==> src/inc/sio_pkg.sv <==
// Constants and types shared by the clocked serial interface
package sio_pkg;
   // Printed register offsets (register index; byte address is 4x)
   localparam logic [31:0] OFF_CONTROL_ONE = 32'hFFFF_F240;
   localparam logic [31:0] OFF_DATA_BUFFER = 32'hFFFF_F241;
   localparam logic [31:0] OFF_STATUS      = 32'hFFFF_F243;
   localparam logic [31:0] OFF_IDLE_CTRL   = 32'hFFFF_F244;
   localparam logic [31:0] OFF_CLOCK_EN    = 32'hFFFF_F245;

   // Control one fields
   localparam int CTL_START_BIT = 7;
   localparam int CTL_ABORT_BIT = 6;
   localparam int CTL_MODE_LSB  = 4;
   localparam int CTL_CLK_LSB   = 0;
   // Status / interface mode fields (same offset)
   localparam int ST_ACTIVE_BIT = 3;
   localparam int ST_SHIFT_BIT  = 2;
   localparam int IFM_LSB       = 2;
   // Idle control and clock enable fields
   localparam int IDLE_RUN_BIT  = 6;
   localparam int BAUD_EN_BIT   = 7;

   // Field encodings
   localparam logic [2:0] CLK_EXTERNAL = 3'h7;
   localparam logic [1:0] XM_TX        = 2'h0;
   localparam logic [1:0] XM_TXRX      = 2'h2;
   localparam logic [1:0] XM_RX        = 2'h3;
   localparam logic [1:0] IFM_PORT     = 2'h0;
   localparam logic [1:0] IFM_SIO      = 2'h1;
   localparam logic [1:0] IFM_I2C      = 2'h2;

   // Bits in one byte
   localparam logic [3:0] BYTE_BITS    = 4'h8;

   typedef struct packed {
      logic       start;
      logic       abort;
      logic [1:0] mode;
      logic [2:0] clk_sel;
   } ctrl_s;

   typedef enum logic {ST_IDLE, ST_RUN} xfer_state_e;
endpackage

==> src/hw/sio8.sv <==
// Clock-synchronous 8-bit serial interface with APB register access
//
// Contract
// - Internal clock offers seven divided rates, driven out on clock pin.
// - Internal clock pin driven high when a transfer starts.
// - Internal clock halts until pending buffer write or read is done.
// - Clock source code 111 uses the clock pin input as shift clock.
// - Output changes on falling edge, input captured on rising edge.
// - Transfer mode field picks transmit, receive or both.
// - Transmit loads buffer into shifter, sent LSB first after start.
// - Buffer load into shifter marks buffer empty and raises request.
// - Internal clock transmit stalls after 8 bits until buffer written.
// - Serial output holds last bit until next falling clock edge.
// - Clearing start finishes pending data, then clears active flag.
// - Setting abort stops at once and clears active flag.
// - Receive shifts LSB first; after 8 bits fills buffer, raises request.
// - Internal clock receive stalls until received byte is read.
// - Clearing start ends receive at byte end; aborted data invalid.
// - Mode change during receive discards the buffer contents.
// - Both-way mode sends and samples, stores byte, requests after 8.
// - Internal clock both-way stalls until read done and write done.
// - Idle bit stops (0) or runs (1) during processor idle.
// - Baud clock enable stops or runs internal clock source.
// - Interface mode selects port, serial or two-wire; only serial runs.
`timescale 1ns/1ps
`default_nettype none
module sio8 #(
   parameter int ADDR_W   = 12,
   parameter int DIV_BASE = 4
) (
   // Clock and reset
   input  wire logic              pclk,
   input  wire logic              presetn,
   // APB slave
   input  wire logic              psel,
   input  wire logic              penable,
   input  wire logic              pwrite,
   input  wire logic [ADDR_W-1:0] paddr,
   input  wire logic [31:0]       pwdata,
   output logic                   pready,
   output logic [31:0]            prdata,
   output logic                   pslverr,
   // Processor idle state
   input  wire logic              cpu_idle,
   // Serial pins
   input  wire logic              sck_i,
   output logic                   sck_o,
   output logic                   sck_oe,
   output logic                   so_o,
   input  wire logic              si_i,
   // Event requests
   output logic                   buffer_event_irq,
   output logic                   serial_event_irq
);

   // Register state
   sio_pkg::ctrl_s      ctrl_ff;
   logic [1:0]          ifm_ff;
   logic                idle_run_ff;
   logic                baud_en_ff;
   logic [7:0]          buf_ff;
   logic                tx_pend_ff;
   logic                rx_unread_ff;
   // Engine state
   sio_pkg::xfer_state_e state_ff;
   logic [7:0]          sh_ff;
   logic [3:0]          bit_cnt_ff;
   logic                sck_ff;
   logic                sck_oe_ff;
   logic                so_ff;
   logic                bev_ff;
   logic                sev_ff;
   logic                dummy_ff;
   // APB answer state
   logic                pready_ff;
   logic [31:0]         prdata_ff;
   logic                pslverr_ff;
   // Synchronisers
   logic [1:0]          sck_sync_ff;
   logic                sck_prev_ff;
   logic [1:0]          si_sync_ff;
   // Divider
   logic [15:0]         div_cnt_ff;

   // Word index match against a printed offset
   function automatic logic hit(input logic [ADDR_W-1:0] a,
                                input logic [31:0] off);
      hit = (a[ADDR_W-1:2] == off[ADDR_W-3:0]);
   endfunction

   // Decode
   logic acc;
   logic wr;
   logic rd;
   logic hit_ctl;
   logic hit_buf;
   logic hit_st;
   logic hit_idle;
   logic hit_clk;
   logic mapped;
   assign acc      = psel & penable & pready_ff;
   assign wr       = acc & pwrite;
   assign rd       = acc & ~pwrite;
   assign hit_ctl  = hit(paddr, sio_pkg::OFF_CONTROL_ONE);
   assign hit_buf  = hit(paddr, sio_pkg::OFF_DATA_BUFFER);
   assign hit_st   = hit(paddr, sio_pkg::OFF_STATUS);
   assign hit_idle = hit(paddr, sio_pkg::OFF_IDLE_CTRL);
   assign hit_clk  = hit(paddr, sio_pkg::OFF_CLOCK_EN);
   assign mapped   = hit_ctl | hit_buf | hit_st | hit_idle | hit_clk;

   // Incoming control word
   sio_pkg::ctrl_s wctl;
   assign wctl = '{start:   pwdata[sio_pkg::CTL_START_BIT],
                   abort:   pwdata[sio_pkg::CTL_ABORT_BIT],
                   mode:    pwdata[sio_pkg::CTL_MODE_LSB +: 2],
                   clk_sel: pwdata[sio_pkg::CTL_CLK_LSB +: 3]};

   // Mode and gating terms
   logic ext_clk;
   logic sio_on;
   logic run_ok;
   logic active;
   logic m_tx;
   logic m_rx;
   logic m_txrx;
   assign ext_clk = (ctrl_ff.clk_sel == sio_pkg::CLK_EXTERNAL);
   assign sio_on  = (ifm_ff == sio_pkg::IFM_SIO);
   assign run_ok  = sio_on & ~(cpu_idle & ~idle_run_ff);
   assign active  = (state_ff == sio_pkg::ST_RUN);
   assign m_tx    = (ctrl_ff.mode == sio_pkg::XM_TX);
   assign m_rx    = (ctrl_ff.mode == sio_pkg::XM_RX);
   assign m_txrx  = (ctrl_ff.mode == sio_pkg::XM_TXRX);

   // APB answer: one wait state, then data and error
   always_ff @(posedge pclk or negedge presetn) begin
      if (!presetn) begin
         pready_ff  <= 1'b0;
         prdata_ff  <= 32'h0000_0000;
         pslverr_ff <= 1'b0;
      end else begin
         pready_ff  <= psel & penable & ~pready_ff;
         pslverr_ff <= psel & penable & ~pready_ff & ~mapped;
         prdata_ff  <= 32'h0000_0000;
         if (psel & penable & ~pready_ff & ~pwrite) begin
            if (hit_ctl)
               prdata_ff <= {24'h00_0000, ctrl_ff.start, ctrl_ff.abort,
                             ctrl_ff.mode, 1'b0, ctrl_ff.clk_sel};
            else if (hit_buf)
               prdata_ff <= {24'h00_0000, buf_ff};
            else if (hit_st) begin
               prdata_ff[sio_pkg::ST_ACTIVE_BIT] <= active;
               prdata_ff[sio_pkg::ST_SHIFT_BIT]  <= (bit_cnt_ff != 4'h0);
            end else if (hit_idle)
               prdata_ff[sio_pkg::IDLE_RUN_BIT] <= idle_run_ff;
            else if (hit_clk)
               prdata_ff[sio_pkg::BAUD_EN_BIT] <= baud_en_ff;
         end
      end
   end

   // Configuration registers
   always_ff @(posedge pclk or negedge presetn) begin
      if (!presetn) begin
         ctrl_ff     <= '0;
         ifm_ff      <= sio_pkg::IFM_PORT;
         idle_run_ff <= 1'b0;
         baud_en_ff  <= 1'b0;
      end else if (wr) begin
         if (hit_ctl)
            ctrl_ff <= wctl;
         if (hit_st)
            ifm_ff <= pwdata[sio_pkg::IFM_LSB +: 2];
         if (hit_idle)
            idle_run_ff <= pwdata[sio_pkg::IDLE_RUN_BIT];
         if (hit_clk)
            baud_en_ff <= pwdata[sio_pkg::BAUD_EN_BIT];
      end
   end

   // Pin synchronisers
   always_ff @(posedge pclk or negedge presetn) begin
      if (!presetn) begin
         sck_sync_ff <= 2'b11;
         sck_prev_ff <= 1'b1;
         si_sync_ff  <= 2'b00;
      end else begin
         sck_sync_ff <= {sck_sync_ff[0], sck_i};
         sck_prev_ff <= sck_sync_ff[1];
         si_sync_ff  <= {si_sync_ff[0], si_i};
      end
   end

   // Baud divider: half period is DIV_BASE shifted by the rate code
   logic [15:0] half_cnt;
   logic        tick;
   assign half_cnt = 16'(DIV_BASE) << ctrl_ff.clk_sel;
   assign tick     = baud_en_ff & (div_cnt_ff == half_cnt - 16'h0001);
   always_ff @(posedge pclk or negedge presetn) begin
      if (!presetn)
         div_cnt_ff <= 16'h0000;
      else if (!baud_en_ff || tick || !active)
         div_cnt_ff <= 16'h0000;
      else
         div_cnt_ff <= div_cnt_ff + 16'h0001;
   end

   // Byte-start permission (automatic wait)
   logic at_bound;
   logic data_ok;
   logic more;
   assign at_bound = (bit_cnt_ff == 4'h0);
   assign data_ok  = m_tx   ? tx_pend_ff :
                     m_rx   ? ~rx_unread_ff :
                     m_txrx ? (tx_pend_ff & ~rx_unread_ff) :
                     1'b0;
   // Further bytes wanted at a byte boundary
   assign more = ~dummy_ff &
                 (ctrl_ff.start | (m_tx & tx_pend_ff));

   // Shift clock edges from either source
   logic fall_ev;
   logic rise_ev;
   always_comb begin
      fall_ev = 1'b0;
      rise_ev = 1'b0;
      if (active && run_ok) begin
         if (ext_clk) begin
            fall_ev = sck_prev_ff & ~sck_sync_ff[1];
            rise_ev = ~sck_prev_ff & sck_sync_ff[1];
            if (at_bound && !more)
               fall_ev = 1'b0;
         end else if (tick) begin
            fall_ev = sck_ff & (~at_bound | (more & data_ok));
            rise_ev = ~sck_ff;
         end
      end
   end

   // A dummy byte on the external clock ends the transmit run
   logic dummy_go;
   assign dummy_go = fall_ev & at_bound & ext_clk & ~m_rx & ~tx_pend_ff;
   always_ff @(posedge pclk or negedge presetn) begin
      if (!presetn)
         dummy_ff <= 1'b0;
      else if (!active)
         dummy_ff <= 1'b0;
      else if (dummy_go)
         dummy_ff <= 1'b1;
   end

   // Transfer state
   logic start_wr;
   logic abort_wr;
   logic done_byte;
   assign start_wr  = wr & hit_ctl & wctl.start & ~wctl.abort;
   assign abort_wr  = wr & hit_ctl & wctl.abort;
   assign done_byte = rise_ev & (bit_cnt_ff == sio_pkg::BYTE_BITS);
   always_ff @(posedge pclk or negedge presetn) begin
      if (!presetn)
         state_ff <= sio_pkg::ST_IDLE;
      else
         case (state_ff)
            sio_pkg::ST_IDLE: begin
               if (start_wr && sio_on)
                  state_ff <= sio_pkg::ST_RUN;
            end
            sio_pkg::ST_RUN: begin
               if (abort_wr || !sio_on)
                  state_ff <= sio_pkg::ST_IDLE;
               else if (at_bound && !more && !fall_ev && !rise_ev)
                  state_ff <= sio_pkg::ST_IDLE;
            end
            default: state_ff <= sio_pkg::ST_IDLE;
         endcase
   end

   // Shifter, bit counter and serial output
   always_ff @(posedge pclk or negedge presetn) begin
      if (!presetn) begin
         sh_ff      <= 8'h00;
         bit_cnt_ff <= 4'h0;
         so_ff      <= 1'b1;
      end else if (!active || abort_wr) begin
         bit_cnt_ff <= 4'h0;
      end else if (fall_ev) begin
         if (at_bound) begin
            // Load written byte; else shifter content goes out as dummy
            if (!m_rx && tx_pend_ff) begin
               sh_ff <= buf_ff;
               so_ff <= buf_ff[0];
            end else if (!m_rx) begin
               so_ff <= sh_ff[0];
            end
            bit_cnt_ff <= 4'h1;
         end else begin
            so_ff <= sh_ff[0];
            bit_cnt_ff <= bit_cnt_ff + 4'h1;
         end
      end else if (rise_ev) begin
         sh_ff <= {si_sync_ff[1], sh_ff[7:1]};
         if (bit_cnt_ff == sio_pkg::BYTE_BITS)
            bit_cnt_ff <= 4'h0;
      end
   end

   // Internal clock pin: rests high, low half after each fall
   always_ff @(posedge pclk or negedge presetn) begin
      if (!presetn) begin
         sck_ff    <= 1'b1;
         sck_oe_ff <= 1'b0;
      end else begin
         sck_oe_ff <= sio_on & ~ext_clk;
         if (!active || start_wr || abort_wr)
            sck_ff <= 1'b1;
         else if (!ext_clk && fall_ev)
            sck_ff <= 1'b0;
         else if (!ext_clk && rise_ev)
            sck_ff <= 1'b1;
      end
   end

   // Data buffer: bus access, load to shifter, received byte
   logic buf_rd;
   logic buf_wr;
   logic tx_load;
   logic mode_chg;
   assign buf_rd   = rd & hit_buf;
   assign buf_wr   = wr & hit_buf;
   assign tx_load  = fall_ev & at_bound & ~m_rx & tx_pend_ff;
   assign mode_chg = wr & hit_ctl & (wctl.mode != ctrl_ff.mode) &
                     active & (m_rx | m_txrx);
   always_ff @(posedge pclk or negedge presetn) begin
      if (!presetn) begin
         buf_ff       <= 8'h00;
         tx_pend_ff   <= 1'b0;
         rx_unread_ff <= 1'b0;
      end else begin
         if (done_byte && !m_tx)
            buf_ff <= {si_sync_ff[1], sh_ff[7:1]};
         else if (buf_wr)
            buf_ff <= pwdata[7:0];
         // A write in the load cycle wins over the load
         if (buf_wr && !m_rx)
            tx_pend_ff <= 1'b1;
         else if (tx_load)
            tx_pend_ff <= 1'b0;
         // A new byte in the read cycle wins over the read
         if (done_byte && !m_tx)
            rx_unread_ff <= 1'b1;
         else if (mode_chg)
            rx_unread_ff <= 1'b0;
         else if (buf_rd || abort_wr)
            rx_unread_ff <= 1'b0;
      end
   end

   // Event request pulses
   always_ff @(posedge pclk or negedge presetn) begin
      if (!presetn) begin
         bev_ff <= 1'b0;
         sev_ff <= 1'b0;
      end else begin
         bev_ff <= tx_load & m_tx;
         sev_ff <= done_byte & ~m_tx;
      end
   end

   // Outputs
   assign pready           = pready_ff;
   assign prdata           = prdata_ff;
   assign pslverr          = pslverr_ff;
   assign sck_o            = sck_ff;
   assign sck_oe           = sck_oe_ff;
   assign so_o             = so_ff;
   assign buffer_event_irq = bev_ff;
   assign serial_event_irq = sev_ff;

endmodule
`default_nettype wire

==> config.mk <==
export PLATFORM = sky130hd
export DESIGN_NAME = sio8
export DESIGN_NICKNAME = d
export VERILOG_FILES = /design/src/inc/sio_pkg.sv /design/src/hw/sio8.sv
export SDC_FILE = /design/constraint.sdc
export NUM_CORES = 1
export LEC_CHECK = 0
export BUFFER_PORTS_ARGS = -buffer_cell sky130_fd_sc_hd__buf_2
export CORE_ASPECT_RATIO = 0.7
export CORE_MARGIN = 2
export CORE_UTILIZATION = 30
export DETAILED_ROUTE_END_ITERATION = 8
export HOLD_SLACK_MARGIN = 0.08
export PLACE_DENSITY_LB_ADDON = 0.12
export SYNTH_ARGS = -nofsm -noshare
export SYNTH_HDL_FRONTEND = slang
export SYNTH_SLANG_ARGS = --single-unit
==> constraint.sdc <==
create_clock -name pclk -period 3.55 [get_ports pclk]
set_input_delay 0.71 -clock pclk [delete_from_list [all_inputs] [get_ports pclk]]
set_output_delay 0.71 -clock pclk [all_outputs]
set_load 0.005 [all_outputs]
==> metrics.cfg <==
[run_status]
outcome=finished clean

[synthesis]
synth_ff_type=dfrtp_1
synth.distinct_cells=58
yosysTopAreaCellShare_pct=43.25
async_reset_ff_share_pct=100.0
ys_top_cells_by_count=dfrtp_1, nor2_1, mux2_2, buf_4, nand2_1
synth_edf_count=0
synthTopCellsByArea=dfrtp_1, mux2_2, buf_4, nor2_1, dfstp_2
synth-seq-cells=71
syn_avg_cell_area_sq_um=10.21
syn_inst=374
ys_warn_count=0
yosysTopAreaCell=dfrtp_1
synth_most_common_cell=dfrtp_1
synth_area_sq_um=3819
seq_area_frac_synth_pct=46.69

[clock_network]
cts.sinks=71
cts_setup_buffers=0
cts-root-buf=clkbuf_16
cts_buffers=9
path_clk_slew_ps=60
cts.path.max_buffers=2
ctsHoldBuffers=0
htree_levels=3
cts_resized=0
clk-insertion-delay-late_ps=340
cts_tree=built

[worst_setup_path]
r2r_end=buf_ff[3]
critPathTopFamily=compound AO/OA/AOI/OAI gates
r2r_slack_ps=710
crit_cells=6
reg2reg_from=ctrl_ff[1]
path_class=flop to flop
cp_max_fo=11
cp_num_buf_inv=0
worstPathCellList=a2111oi_2 -> a31oi_1 -> a2111oi_4 -> a21oi_2 -> nor3_4 -> mux2_2
end_kind=flop
crit_end=buf_ff[3]
cp_slowest_cell=nor3_4
worstRegToRegCells=6
required_ps=3770
critPathLaunchType=flop
critPathMaxStageDelay_ps=580
arrival_ps=3060
crit_start=ctrl_ff[1]

[power]
irDropWorstVdd_mv=0.2125
netSwitchingFraction_pct=22.29
seqPwrFrac_pct=45.8
p_switching_mw=0.4026
p_leak_nw=1.952
p_clk_share_pct=50.7
p_comb_share_pct=3.5
power_mw=1.806
internal-power_mw=1.404
powerDensity_nw_per_um2=408.8

[floorplanning]
die_w_um=138.9
die-height_um=98.40
rows=34
num_io_pins=91
coreArea_sq_um=12420
initial_utilization_pct=30.74
die_area_sq_um=13660

[cells_and_area]
fillCellCount=1273
final_cell_count_no_fill=582
drive_above_1_share_pct=25.24
nets=470
postLayoutCoreUtil_pct=35.57
area_growth_pct=15.69
num_antenna_cells=0
design_area_sq_um=4418

[timing]
holdWs_ps=348.6
rsz0062_at_grt=false
clock.fmax_mhz=352.4
fin_skew_ps=13.36
finalCritPeriodShare_pct=79.93
hold_viol=0
slew_headroom_pct=37.78
fin_setup_tns_ps=0
period_minus_slack_ps=2838
setup-violations-final=0
slew_viol_final=0
tightestPinTransition_ps=933.4
setup_slack_ps=712.3

[grt]
antenna_found_initial=0
grt_max_degree=72
grt_overflow=0
grt_pass1_wl_um=16060
grt_pass1_vias=2797
grt_use_total_pct=15.32

[place]
numPortBuffers=40
pre_cts_ws_ps=588.8
dp_cells=566
place_congestion=0.7772
dp_hpwl_um=7004
placed_area_sq_um=4116

[routing]
wl_per_cell_um=17.11
wirelength_um=9960
drtAntennaViolNets=0
drtIter0Drc=224
vias_per_cell=4.971
firstDrtPassIters=4
vias=2893
drc=0

[hold_path]
worstHoldPathType=flop to flop

[run]
drv_cap=0

==> how the worst min path moves through the flow <==
stage | from | to | slack, ps | depth (start not counted)
after CTS | si_sync_ff[0] | si_sync_ff[1] | 350 | 0
final | si_sync_ff[0] | si_sync_ff[1] | 350 | 0
after floorplan | si_sync_ff[0] | si_sync_ff[1] | 330 | 0
after global placement | si_sync_ff[0] | si_sync_ff[1] | 330 | 0
after detailed placement | si_sync_ff[0] | si_sync_ff[1] | 340 | 0
after global routing | si_sync_ff[0] | si_sync_ff[1] | 350 | 0
==> metal layers <==
metal,routed length [um],global-route usage (%),vias to the layer above
li1,-,-,1389
met1,5205,23.11,1399
met2,4095,21.07,97
met3,580,4.022,8
met4,78,5.206,0
met5,0,0,-
==> layout by cell type, fill, tap and decap left out, drive strengths merged, types with 3 or more instances in the layout <==
master / synthesis / final
dfstp: 5 / 5
ha: 3 / 3
clkbuf: 11 / 11
xor2: 11 / 11
o221ai: 4 / 4
nor2: 36 / 36
nand4: 16 / 16
nand3: 17 / 17
buf: 29 / 47
nor3b: 4 / 4
conb: 1 / 24
mux2: 29 / 29
o21ai: 9 / 9
mux2i: 7 / 7
dfrtp: 66 / 66
nand2: 22 / 22
nand2b: 4 / 4
and3: 6 / 6
a31oi: 14 / 14
a21oi: 10 / 10
nor2b: 3 / 3
inv: 6 / 6
xnor2: 8 / 8
nor3: 16 / 16
==> flip-flops by register name (all words and copies together), names as in the netlist, 2 cells and up <==
name	cells
prdata	8
ifm_ff	2
si_sync_ff	2
sck_sync_ff	2
sh_ff	8
buf_ff	8
ctrl_ff	7
div_cnt_ff	16
bit_cnt_ff	4
==> area by class of cell <==
| type | instances | area (sq um) | area share (%) |
|---|---|---|---|
| multi-input combinational | 280 | 1853 | 41.94 |
| sequential | 71 | 1783 | 40.36 |
| timing repair buffer | 47 | 255.2 | 5.777 |
| clock buffer | 11 | 242.7 | 5.494 |
| tap | 162 | 202.7 | 4.588 |
| clock inverter | 5 | 58.81 | 1.331 |
| inverter | 6 | 22.52 | 0.5098 |
==> power by group through the flow <==
stage,Combinational [mW],Sequential [mW],Clock (mW)
after floorplan,0.0432,0.839,0
after global placement,0.0654,0.841,0
after detailed placement,0.0653,0.841,0
after CTS,0.0655,0.827,0.947
after global routing,0.0743,0.827,0.985
final,0.0639,0.827,0.915
==> worst reg2reg max path: cells and delay by family (launching register included) <==
kind,cells,cell delay (ps)
compound gates,4,1210
simple gates,1,580
flops,1,530
mux,1,410
==> kinds of logic (layout without fill, tap and decap cells) <==
family | after synthesis | after routing | synth area share [%]
and+or+nand+nor | 141 | 141 | 19.56
buffers and inverters | 46 | 69 | 7.044
DFF | 71 | 71 | 46.69
other | 1 | 24 | 0.09820
muxes | 36 | 36 | 10.39
xor gates and xnor gates | 19 | 19 | 4.358
adders and majority gates | 3 | 3 | 0.9831
AOI/OAI and AO/OA | 57 | 57 | 10.88
Note: power is estimated with default switching activity, not from simulation.
